--- src/rtl/gpt_unit_regs.vh ---
// Constants for the general purpose timer unit
// Overview of operation
// - Five 16-bit timers: core A with aux A/B, core B with aux C.
// - Timers run alone or chain through a toggle latch into a longer base.
// - Module one timers select timer, gated, counter or encoder mode.
// - Timer mode counts prescaled clock; counter mode counts timer input pin edges.
// - Gated mode counts prescaled clock only while its input pin is high.
// - Module one timers step at most once per 16 clock phases.
// - Software sets direction; the direction pin may invert it when enabled.
// - Encoder mode derives steps and direction from phases on input and direction pins.
// - Core A toggle latch inverts on every wrap and may drive its output pin.
// - Core A latch transitions may clock aux timers A and B.
// - Aux A/B may be capture or reload registers and then do not count.
// - Capture aux copies core A on an edge of its own input pin.
// - Reload aux loads core A on pin edge or selected latch transition.
// - Aux A/B reloading on opposite latch edges give a free-running pulse train.
// - Module two timers step at most once per 8 phases, prescaled or external.
// - Core B latch inverts on every wrap; clocks aux C and/or drives output.
// - Core B wrap is exported for compare timers and may reload from capture register.
// - Capture pin edge copies aux C to capture register; optionally clears aux C.
// - Core A input or direction pin edges may also trigger the aux C capture.
`ifndef GPT_UNIT_REGS_VH
`define GPT_UNIT_REGS_VH

`define PHASE_PER_CYC 16'h0002
`define RES_ONE_PHASE 16'h0010
`define RES_TWO_PHASE 16'h0008
`define RES_ONE_CYC (`RES_ONE_PHASE / `PHASE_PER_CYC)
`define RES_TWO_CYC (`RES_TWO_PHASE / `PHASE_PER_CYC)

`define MODE_TIMER 2'b00
`define MODE_GATED 2'b01
`define MODE_COUNTER 2'b10
`define MODE_ENCODER 2'b11

`define AUX_COUNT 2'b00
`define AUX_CAPTURE 2'b01
`define AUX_RELOAD 2'b10

`define TMR_RST 16'h0000
`define TMR_MAX 16'hFFFF
`define FLAG_CAPTURE 5

`define PIN_CAPTURE 10
`define NUM_PINS 11

`endif

--- src/rtl/gpt_unit.v ---
// General purpose timer unit: two timer modules and a capture/reload register
`timescale 1ns/1ns
`include "gpt_unit_regs.vh"

module gpt_unit (
	input wire clk_i,
	input wire rst_n_i,
	input wire [4:0] run_i,
	input wire [9:0] mode_i,
	input wire [14:0] prescale_sel_i,
	input wire [9:0] count_edge_i,
	input wire [4:0] dir_down_i,
	input wire [4:0] dir_pin_en_i,
	input wire [4:0] latch_clock_i,
	input wire [3:0] aux_mode_i,
	input wire [3:0] reload_latch_sel_i,
	input wire core_a_out_en_i,
	input wire core_b_out_en_i,
	input wire core_b_reload_en_i,
	input wire [1:0] capture_edge_i,
	input wire [1:0] capture_alt_i,
	input wire capture_clear_en_i,
	input wire [5:0] flag_clear_i,
	input wire aux_timer_a_input_pin_i,
	input wire aux_timer_a_direction_pin_i,
	input wire core_a_input_pin_i,
	input wire core_a_direction_pin_i,
	input wire aux_timer_b_input_pin_i,
	input wire aux_timer_b_direction_pin_i,
	input wire aux_timer_c_input_pin_i,
	input wire aux_timer_c_direction_pin_i,
	input wire core_b_input_pin_i,
	input wire core_b_direction_pin_i,
	input wire capture_input_pin_i,
	output wire [15:0] aux_timer_a_o,
	output wire [15:0] core_timer_a_o,
	output wire [15:0] aux_timer_b_o,
	output wire [15:0] aux_timer_c_o,
	output wire [15:0] core_timer_b_o,
	output wire [15:0] capture_reload_register_o,
	output wire core_a_toggle_output_o,
	output wire core_b_toggle_output_o,
	output wire core_b_wrap_o,
	output wire [5:0] flag_o
);

	// ==================================================================
	// Helpers
	function hit;
		input [15:0] cnt;
		input [15:0] base;
		input [2:0] sel;
		reg [15:0] mask;
		begin
			mask = (base << sel) - 16'h0001;
			hit = (cnt & mask) == mask;
		end
	endfunction

	function [16:0] step;
		input [15:0] v;
		input down;
		begin
			if (down) begin
				step = {v == `TMR_RST, v - 16'h0001};
			end else begin
				step = {v == `TMR_MAX, v + 16'h0001};
			end
		end
	endfunction

	function trig;
		input r;
		input f;
		input [1:0] sel;
		begin
			trig = (r & sel[0]) | (f & sel[1]);
		end
	endfunction

	// ==================================================================
	// Pin synchronisers
	wire [`NUM_PINS-1:0] pins = {capture_input_pin_i,
		core_b_direction_pin_i, core_b_input_pin_i,
		aux_timer_c_direction_pin_i, aux_timer_c_input_pin_i,
		aux_timer_b_direction_pin_i, aux_timer_b_input_pin_i,
		core_a_direction_pin_i, core_a_input_pin_i,
		aux_timer_a_direction_pin_i, aux_timer_a_input_pin_i};
	reg [`NUM_PINS-1:0] s1_q, s2_q, s3_q, f_q, fp_q;
	wire [`NUM_PINS-1:0] f_d = (~(s2_q ^ s3_q) & s3_q) | ((s2_q ^ s3_q) & f_q);
	wire [`NUM_PINS-1:0] rise = f_q & ~fp_q;
	wire [`NUM_PINS-1:0] fall = ~f_q & fp_q;
	wire [`NUM_PINS-1:0] chg = rise | fall;

	// ==================================================================
	// State
	reg [15:0] tmr_q [0:4];
	reg [15:0] tmr_d [0:4];
	reg [15:0] cnt_q, cr_q, cr_d;
	reg [4:0] pend_q, pend_d, pdn_q, pdn_d, wrap_d;
	reg tla_q, tla_p_q, tla_d, tlb_q, tlb_p_q, tlb_d;
	reg tao_q, tbo_q, wrapb_q, capt_d;
	reg [5:0] flag_q;
	reg ev, dn, busy, base_tick;
	reg [16:0] st;
	reg [1:0] amode;
	integer i;

	wire tla_rise = tla_q & ~tla_p_q;
	wire tla_fall = ~tla_q & tla_p_q;

	// ==================================================================
	// Next state
	always @* begin
		tla_d = tla_q;
		tlb_d = tlb_q;
		cr_d = cr_q;
		wrap_d = 5'h00;
		capt_d = 1'b0;
		pend_d = pend_q;
		pdn_d = pdn_q;
		ev = 1'b0;
		dn = 1'b0;
		busy = 1'b0;
		base_tick = 1'b0;
		st = 17'h0_0000;
		amode = `AUX_COUNT;
		for (i = 0; i < 5; i = i + 1) begin
			tmr_d[i] = tmr_q[i];
		end
		for (i = 0; i < 5; i = i + 1) begin
			// Module one steps every 8 cycles, module two every 4
			base_tick = hit(cnt_q, (i < 3) ? `RES_ONE_CYC : `RES_TWO_CYC, 3'd0);
			dn = dir_down_i[i] ^ (dir_pin_en_i[i] & f_q[2*i+1]);
			case (mode_i[2*i+:2])
				`MODE_TIMER: begin
					ev = hit(cnt_q, (i < 3) ? `RES_ONE_CYC : `RES_TWO_CYC,
						prescale_sel_i[3*i+:3]);
				end
				`MODE_GATED: begin
					ev = hit(cnt_q, (i < 3) ? `RES_ONE_CYC : `RES_TWO_CYC,
						prescale_sel_i[3*i+:3]) & f_q[2*i];
				end
				`MODE_COUNTER: begin
					if (latch_clock_i[i] && (i == 0 || i == 2)) begin
						ev = tla_q ^ tla_p_q;
					end else if (latch_clock_i[i] && i == 3) begin
						ev = tlb_q ^ tlb_p_q;
					end else begin
						ev = trig(rise[2*i], fall[2*i], count_edge_i[2*i+:2]);
					end
				end
				`MODE_ENCODER: begin
					// Simultaneous phase edges are ambiguous and dropped
					ev = chg[2*i] ^ chg[2*i+1];
					dn = chg[2*i] ? (f_q[2*i] == f_q[2*i+1]) : (f_q[2*i] != f_q[2*i+1]);
				end
				default: begin
					ev = 1'b0;
				end
			endcase
			busy = 1'b0;
			if (i == 0 || i == 2) begin
				busy = aux_mode_i[i+:2] != `AUX_COUNT;
			end
			// An event between base ticks is held until the tick; further events before it merge into one step
			if (ev & run_i[i] & ~busy) begin
				pend_d[i] = 1'b1;
				pdn_d[i] = dn;
			end
			// A stopped timer drops its held event so it cannot step later
			if (!run_i[i]) begin
				pend_d[i] = 1'b0;
			end
			if (base_tick & pend_d[i]) begin
				pend_d[i] = 1'b0;
				st = step(tmr_q[i], pdn_d[i]);
				tmr_d[i] = st[15:0];
				wrap_d[i] = st[16];
			end
		end
		if (wrap_d[1]) begin
			tla_d = ~tla_q;
		end
		if (wrap_d[4]) begin
			tlb_d = ~tlb_q;
			if (core_b_reload_en_i) begin
				tmr_d[4] = cr_q;
			end
		end
		// Aux B first so that aux A wins a simultaneous reload
		for (i = 2; i >= 0; i = i - 2) begin
			amode = aux_mode_i[i+:2];
			if (amode == `AUX_CAPTURE &&
				trig(rise[2*i], fall[2*i], count_edge_i[2*i+:2])) begin
				tmr_d[i] = tmr_q[1];
			end
			if (amode == `AUX_RELOAD &&
				(trig(rise[2*i], fall[2*i], count_edge_i[2*i+:2]) ||
				trig(tla_rise, tla_fall, reload_latch_sel_i[i+:2]))) begin
				tmr_d[1] = tmr_q[i];
			end
		end
		capt_d = trig(rise[`PIN_CAPTURE], fall[`PIN_CAPTURE], capture_edge_i) |
			(capture_alt_i[0] & chg[2]) | (capture_alt_i[1] & chg[3]);
		if (capt_d) begin
			cr_d = tmr_q[3];
			if (capture_clear_en_i) begin
				tmr_d[3] = `TMR_RST;
			end
		end
	end

	// ==================================================================
	// Registers
	always @(posedge clk_i) begin
		if (!rst_n_i) begin
			s1_q <= {`NUM_PINS{1'b0}};
			s2_q <= {`NUM_PINS{1'b0}};
			s3_q <= {`NUM_PINS{1'b0}};
			f_q <= {`NUM_PINS{1'b0}};
			fp_q <= {`NUM_PINS{1'b0}};
			for (i = 0; i < 5; i = i + 1) begin
				tmr_q[i] <= `TMR_RST;
			end
			cnt_q <= 16'h0000;
			cr_q <= `TMR_RST;
			pend_q <= 5'h00;
			pdn_q <= 5'h00;
			tla_q <= 1'b0;
			tla_p_q <= 1'b0;
			tlb_q <= 1'b0;
			tlb_p_q <= 1'b0;
			tao_q <= 1'b0;
			tbo_q <= 1'b0;
			wrapb_q <= 1'b0;
			flag_q <= 6'h00;
		end else begin
			s1_q <= pins;
			s2_q <= s1_q;
			s3_q <= s2_q;
			f_q <= f_d;
			fp_q <= f_q;
			for (i = 0; i < 5; i = i + 1) begin
				tmr_q[i] <= tmr_d[i];
			end
			cnt_q <= cnt_q + 16'h0001;
			cr_q <= cr_d;
			pend_q <= pend_d;
			pdn_q <= pdn_d;
			tla_q <= tla_d;
			tla_p_q <= tla_q;
			tlb_q <= tlb_d;
			tlb_p_q <= tlb_q;
			tao_q <= tla_d & core_a_out_en_i;
			tbo_q <= tlb_d & core_b_out_en_i;
			wrapb_q <= wrap_d[4];
			// A new event outranks a clear in the same cycle
			flag_q <= (flag_q & ~flag_clear_i) | {capt_d, wrap_d};
		end
	end

	assign aux_timer_a_o = tmr_q[0];
	assign core_timer_a_o = tmr_q[1];
	assign aux_timer_b_o = tmr_q[2];
	assign aux_timer_c_o = tmr_q[3];
	assign core_timer_b_o = tmr_q[4];
	assign capture_reload_register_o = cr_q;
	assign core_a_toggle_output_o = tao_q;
	assign core_b_toggle_output_o = tbo_q;
	assign core_b_wrap_o = wrapb_q;
	assign flag_o = flag_q;

endmodule // gpt_unit

--- config.mk ---
export PLATFORM = sky130hd
export DESIGN_NAME = gpt_unit
export DESIGN_NICKNAME = d
export VERILOG_FILES = /design/src/rtl/gpt_unit.v
export VERILOG_INCLUDE_DIRS = /design/src /design/src/rtl
export SDC_FILE = /design/constraint.sdc
export NUM_CORES = 1
export LEC_CHECK = 0
export ABC_AREA = 1
export BUFFER_PORTS_ARGS = -buffer_cell sky130_fd_sc_hd__buf_2
export CAP_MARGIN = 20
export CORE_AREA = 3 3 295 181
export DETAILED_ROUTE_END_ITERATION = 10
export DIE_AREA = 0 0 298 184
export SYNTH_ARGS = -nofsm -noshare
export SYNTH_HDL_FRONTEND = slang
export SYNTH_SLANG_ARGS = --single-unit
--- constraint.sdc ---
create_clock -name clk_i -period 9.8 [get_ports clk_i]
set_input_delay 0.49 -clock clk_i [delete_from_list [all_inputs] [get_ports clk_i]]
set_output_delay 0.49 -clock clk_i [all_outputs]
set_load 0.01 [all_outputs]
==> impl_metrics.toml, run 1 <==
[status]
status = "completed"

[clock_tree]
numCtsBuffers = 17
post_cts_buffers = 0
ctsHoldBuffers = 0
root_buffer = "clkbuf_16"
clock_latency_ps = 470
clk_pin_slew_ps = 80
clock-sinks = 190
clk_path_buf_depth = 2
cts_tree = "yes"
htree_levels = 4
cts-resized-gates = 0

[timing]
finalCriticalPeriod_ps = 4590
worst_slew_margin_rel_pct = 32.9
setup_violations = 0
fin_crit_sh_pct = 46.8
rsz0062_at_grt = "false"
fin_skew_ps = 11.9
tightest_slew_ps = 1000
hold_viol = 0
drv_slew = 0
fmax_mhz = 218
tns_ps = 0
worst_slack_ps = 5210

[worst_setup_path]
critPathLaunch = "cnt_q[0]"
path_class = "flip-flop to flip-flop"
crit_fanout = 17
cp_slowest_cell = "ha_1"
rr_startpoint = "cnt_q[0]"
path_cells = "ha_1 -> inv_1 -> nor2_1 -> nand2_1 -> a21oi_1 -> o211ai_1 -> nand2_1 -> nand3_1 -> nand2_1 -> inv_1 -> ha_1 -> nand2_1 -> o21ai_0 -> a21oi_1 -> o21bai_1 -> a21boi_0 -> o21ai_0 -> nand3_1 -> nand3_1 -> nand2_1 -> nor2_1 -> nor2_1"
required_ps = 10160
r2r-end = "tmr_q[0][60]"
crit_family = "compound AO/OA/AOI/OAI gates"
cpPeakStageDelay_ps = 470
regToRegSetupSlack_ps = 5210
cp.arrival_ps = 4950
reg2reg_depth = 22
endpoint_kind = "flip-flop"
crit_buf_inv = 2
cp_common_cell = "nand2_1"
start_kind = "flip-flop"

[finish]
nets = 2233
final_area_um2 = 14900
drive_gt1_share_pct = 13.4
fillers = 5578
syn_to_final_growth_pct = 18.5

[min_path]
holdCritStartpoint = "aux_timer_c_input_pin_i"
min_delay_path_depth = 3
hold_end = "s1_q[6]"
holdCritPathClass = "primary input to flip-flop"

[floorplan]
rows = 64
die_h_um = 184
io_pins = 195
initial_core_util_pct = 24.8
core-area_um2 = 50800
dieArea_um2 = 54800
die_x_um = 298

[synth]
ys_warn_count = 0
yosysUniqueCellTypes = 54
ys_top_cells_by_area = "dfxtp_1, nand2_1, ha_1"
syn-num-nets = 2060
netlist_area_um2 = 12600
netlist.area_leader.share_pct = 30.1
yosysMostFrequentCell = "nand2_1"
ys.flop_type = "dfxtp_1"
yosys.area.top_type = "dfxtp_1"
netlist_instances = 1876
synth_commonest_cells = "nand2_1, inv_1, dfxtp_1, a21oi_1, nor2_1"
avgSynthCellArea_um2 = 6.72
ys_seq_area_share_pct = 30.1
synth_edf_count = 0
async_flop_share_pct = 0
ys_ff_latch = 190

[detailed_routing]
wire_per_inst_um = 15.8
routed_via_density = 4.78
wl_um = 43500
drt_iter0_drc = 1131
antenna_left = 0
drc = 0
vias = 13200
drtPass1Iterations = 5

[grt]
grt_pass1_wl_um = 68500
grtUsageTotal_pct = 15.8
grt_max_degree = 62
gr-total-overflow = 0
grt_pass1_vias = 12300
grt_antenna_before_repair = 1

[power]
ir_drop_mv = 0.101
p_leak_nw = 7.60
power_density_nw_per_um2 = 116

[place]
post-place-ws_ps = 4950
place_hpwl_um = 33600
postPlaceCellArea_um2 = 14300
portBuffers = 192
gp_congestion = 0.922

[run]
cap_viol_max_count = 0
[logic make-up (layout without fill, tap and decap cells)]
logic type | Yosys count | in the layout | synth area share [%]
and+or+nand+nor | 810 | 810 | 28.1
AOI/OAI and AO/OA | 415 | 415 | 18.4
buffers and inverters | 305 | 491 | 9.38
DFF | 190 | 190 | 30.1
adders and majority gates | 94 | 94 | 9.62
xor gates and xnor gates | 62 | 62 | 4.30
other | 0 | 1 | 0
[final cells by class]
class                      instances  area (µm²)  share of cell area (%)
sequential                       190        3800                    25.5
inverter                         258         971                    6.50
tap                              693         867                    5.80
clock inverter                    13         178                    1.19
clock buffer                      19         453                    3.03
timing repair buffer             201        1030                    6.90
antenna                            1        2.50                  0.0167
multi-input combinational       1381        7640                    51.1
[worst min-delay path: cells and delay by family]
| family | cells | cell delay (ps) |
|---|---|---|
| buffers and inverters | 2 | 110 |
| and+or+nand+nor | 1 | 40 |
[layout by cell type, fill, tap and decap left out, types with 14 or more instances in the layout]
cell,count
nand2_1,434
clkbuf_16,17
o21bai_1,14
nor4_1,22
inv_1,250
o21ai_0,129
xor2_1,32
nor3_1,16
xnor2_1,30
ha_1,89
nand4_1,45
nor2_1,143
buf_2,191
dfxtp_1,190
a31oi_1,27
or2_2,15
a21oi_1,176
nand3_1,96
[state kept, by name (all words and copies together), names as in the netlist, named ones only]
register / count
s2_q: 11
capture_reload_register_o: 16
s1_q: 11
tla_q: 1
core_a_toggle_output_o: 1
s3_q: 11
tlb_q: 1
tla_p_q: 1
pend_q: 5
core_b_wrap_o: 1
pdn_q: 5
tlb_p_q: 1
flag_o: 6
core_b_toggle_output_o: 1
cnt_q: 16
tmr_q: 80
fp_q: 11
[worst max path at each step]
stage                              end  slack [ps]  cells past startpoint
after floorplan           tmr_q[0][24]        6030                     26
after global placement    tmr_q[0][10]        5020                     26
after detailed placement  tmr_q[0][10]        4950                     26
after CTS                 tmr_q[0][60]        5160                     22
after global routing      tmr_q[0][60]        4550                     22
final                     tmr_q[0][60]        5210                     22
[power breakdown]
part | internal, W | switching, W
clock | 0.000402 | 0.000375
sequential | 0.000781 | 0.00000739
combinational | 0.0000588 | 0.000105
total | 0.00124 | 0.000486
[through the flow]
| stage | utilization [%] | total power [W] | hold WS [ps] | instances |
|---|---|---|---|---|
| 2_1_floorplan | - | 0.000910 | 390 | 1876 |
| 3_5_place_dp | 28.2 | 0.000969 | 399 | 2723 |
| 3_3_place_gp | 28.2 | 0.000965 | 393 | 2722 |
| 5_1_grt | 29.4 | 0.00181 | 173 | 2756 |
| 4_1_cts | 29.4 | 0.00175 | 160 | 2755 |
| 6_report | 29.4 | 0.00173 | 200 | 2756 |
[metal layers]
| metal | routed length (µm) | GRT usage (%) |
|---|---|---|
| met5 | 0 | 0 |
| met4 | 605 | 3.40 |
| met3 | 3350 | 4.31 |
| met2 | 17300 | 22.5 |
| met1 | 22300 | 23.4 |
(Power assumes the default switching activity.)
==> run 2: changes to the inputs <==
clock period = 4 ns   (was 9.8 ns; I/O delays follow)
==> impl_metrics.toml, run 2 (synthesis gave the netlist of run 1 again) <==
[floorplan]
die_x_um = 298
initial_core_util_pct = 24.8
die_h_um = 184
io_pins = 195
rows = 64
core-area_um2 = 50800
dieArea_um2 = 54800

[min_path]
holdCritPathClass = "primary input to flip-flop"
holdCritStartpoint = "aux_mode_i[0]"

[timing]
tns_ps = 0
worst_slack_ps = 275
drv_slew = 0
fmax_mhz = 268
fin_crit_sh_pct = 93.1
hold_viol = 0
finalCriticalPeriod_ps = 3730
hold_slack_ps = 110
tightest_slew_ps = 1010
worst_slew_margin_rel_pct = 32.6
setup_violations = 0
fin_skew_ps = 18.2

[place]
postPlaceCellArea_um2 = 14700
portBuffers = 192
place_hpwl_um = 34700
gp_congestion = 0.929
post-place-ws_ps = -44.4

[worst_setup_path]
endpoint_kind = "flip-flop"
r2r-end = "tmr_q[0][31]"
cpPeakStageDelay_ps = 350
path_cells = "buf_4 -> ha_1 -> a22o_1 -> o211ai_1 -> nand2_1 -> nand2_1 -> nand2_1 -> nand2_1 -> inv_1 -> buf_4 -> buf_4 -> ha_1 -> a21oi_2 -> o21bai_1 -> a21oi_1 -> o21ai_0 -> a21oi_2 -> nand3_1 -> nand3_1 -> nand2_1 -> a21oi_1"
path_class = "flip-flop to flip-flop"
start_kind = "flip-flop"
cp_slowest_cell = "ha_1"
required_ps = 4390
worstSetupEndpoint = "tmr_q[0][31]"
cp.arrival_ps = 4120
regToRegSetupSlack_ps = 270
reg2reg_depth = 21
cp_common_cell = "nand2_1"
crit_fanout = 9

[finish]
nets = 2308
layout_common_cells = "nand2_1, inv_1, buf_2"
syn_to_final_growth_pct = 24.0
regMostFlops = "tmr_q"
largest_register_ffs = 80
final_common_cell = "nand2_1"
drive_gt1_share_pct = 16.8
final_area_um2 = 15600

[status]
status = "completed"

[power]
p_leak_nw = 7.93
ir_drop_mv = 0.246
power_density_nw_per_um2 = 263

[clock_tree]
clock_latency_ps = 460
clk_pin_slew_ps = 80
clock-sinks = 190
clk_path_buf_depth = 2
htree_levels = 4
numCtsBuffers = 17
cts_tree = "yes"
root_buffer = "clkbuf_16"

[detailed_routing]
drtPass1Iterations = 5
drt_iter0_drc = 1180
vias = 13500
drc = 0
antenna_left = 0
wire_per_inst_um = 15.8
wl_um = 44600
routed_via_density = 4.78

[grt]
grt_pass1_wl_um = 69300
grt_pass1_vias = 12500
grt_max_degree = 71
gr-total-overflow = 0
grtUsageTotal_pct = 15.9
grt_antenna_before_repair = 1

[run]
cap_viol_max_count = 0
-- run 2: changes by cell type in the layout (fill, tap and decap cells not counted), moves of 7 or more --
cell / delta
a21oi_1: -8
a21oi_2: +8
buf_4: +51
dlygate4sd3_1: +23
o21ai_0: -9
o21ai_1: +7
-- run 2: power by group --
group	switching, W	internal [W]	leakage [nW]
Clock	0.000905	0.000830	0.278
Sequential	0.0000186	0.00191	1.54
Combinational	0.000268	0.000177	6.11
Total	0.00119	0.00292	7.93
-- run 2: routing by layer --
| layer | global-route usage [%] | vias to the layer above | share of wire (%) | wire (µm) |
|---|---|---|---|---|
| li1 | - | 6763 | - | - |
| met4 | 3.67 | 0 | 1.2 | 546 |
| met5 | 0 | - | 0 | 0 |
| met3 | 3.72 | 28 | 7.9 | 3520 |
| met2 | 22.6 | 445 | 41 | 18100 |
| met1 | 23.8 | 6294 | 50 | 22400 |
-- run 2: worst max-delay path: cells and delay by family, from the launching register on --
| family | cells | cell delay, ps |
|---|---|---|
| buffers and inverters | 4 | 610 |
| AOI/OAI and AO/OA | 8 | 1500 |
| and+or+nand+nor | 7 | 700 |
| DFF | 1 | 320 |
| adders and majority gates | 2 | 540 |
-- run 2: timing repair --
action / CTS / global route
endpoints found under the hold margin: 23 / 0
endpoints found under the setup margin: 3 / 33
buffers inserted: 0 / 1
hold buffers: 23 / 0
resized for setup: 1 / 45
gates cloned: 0 / 0
pin swaps: 0 / 1
-- run 2: how the worst min path moves through the flow --
| stage | slack, ps | end | depth (start not counted) |
|---|---|---|---|
| 2_1_floorplan | 300 | s1_q[0] | 2 |
| 5_1_grt | 130 | pend_q[0] | 4 |
| 3_3_place_gp | 380 | s1_q[3] | 3 |
| 3_5_place_dp | 390 | s1_q[10] | 3 |
| 6_report | 110 | pend_q[0] | 4 |
| 4_1_cts | 80 | pend_q[0] | 4 |
-- run 2: cell type report --
cell class              count  area [µm²]
diodes                      2        5.00
clock buffers              17         425
clock inverters            14         146
fillers                  5580       35100
inverters                 258         971
multi-input cells        1381        7760
flip-flops and latches    190        3810
well taps                 693         867
repair buffers            276        1660
-- run 2: per-stage QoR --
step | cells | total power [W] | util, %
final | 2831 | 0.00411 | 30.8
after global routing | 2830 | 0.00429 | 30.8
after CTS | 2828 | 0.00417 | 30.5
after detailed placement | 2774 | 0.00239 | 28.9
after global placement | 2774 | 0.00239 | 28.9
after floorplan | 1876 | 0.00223 | -
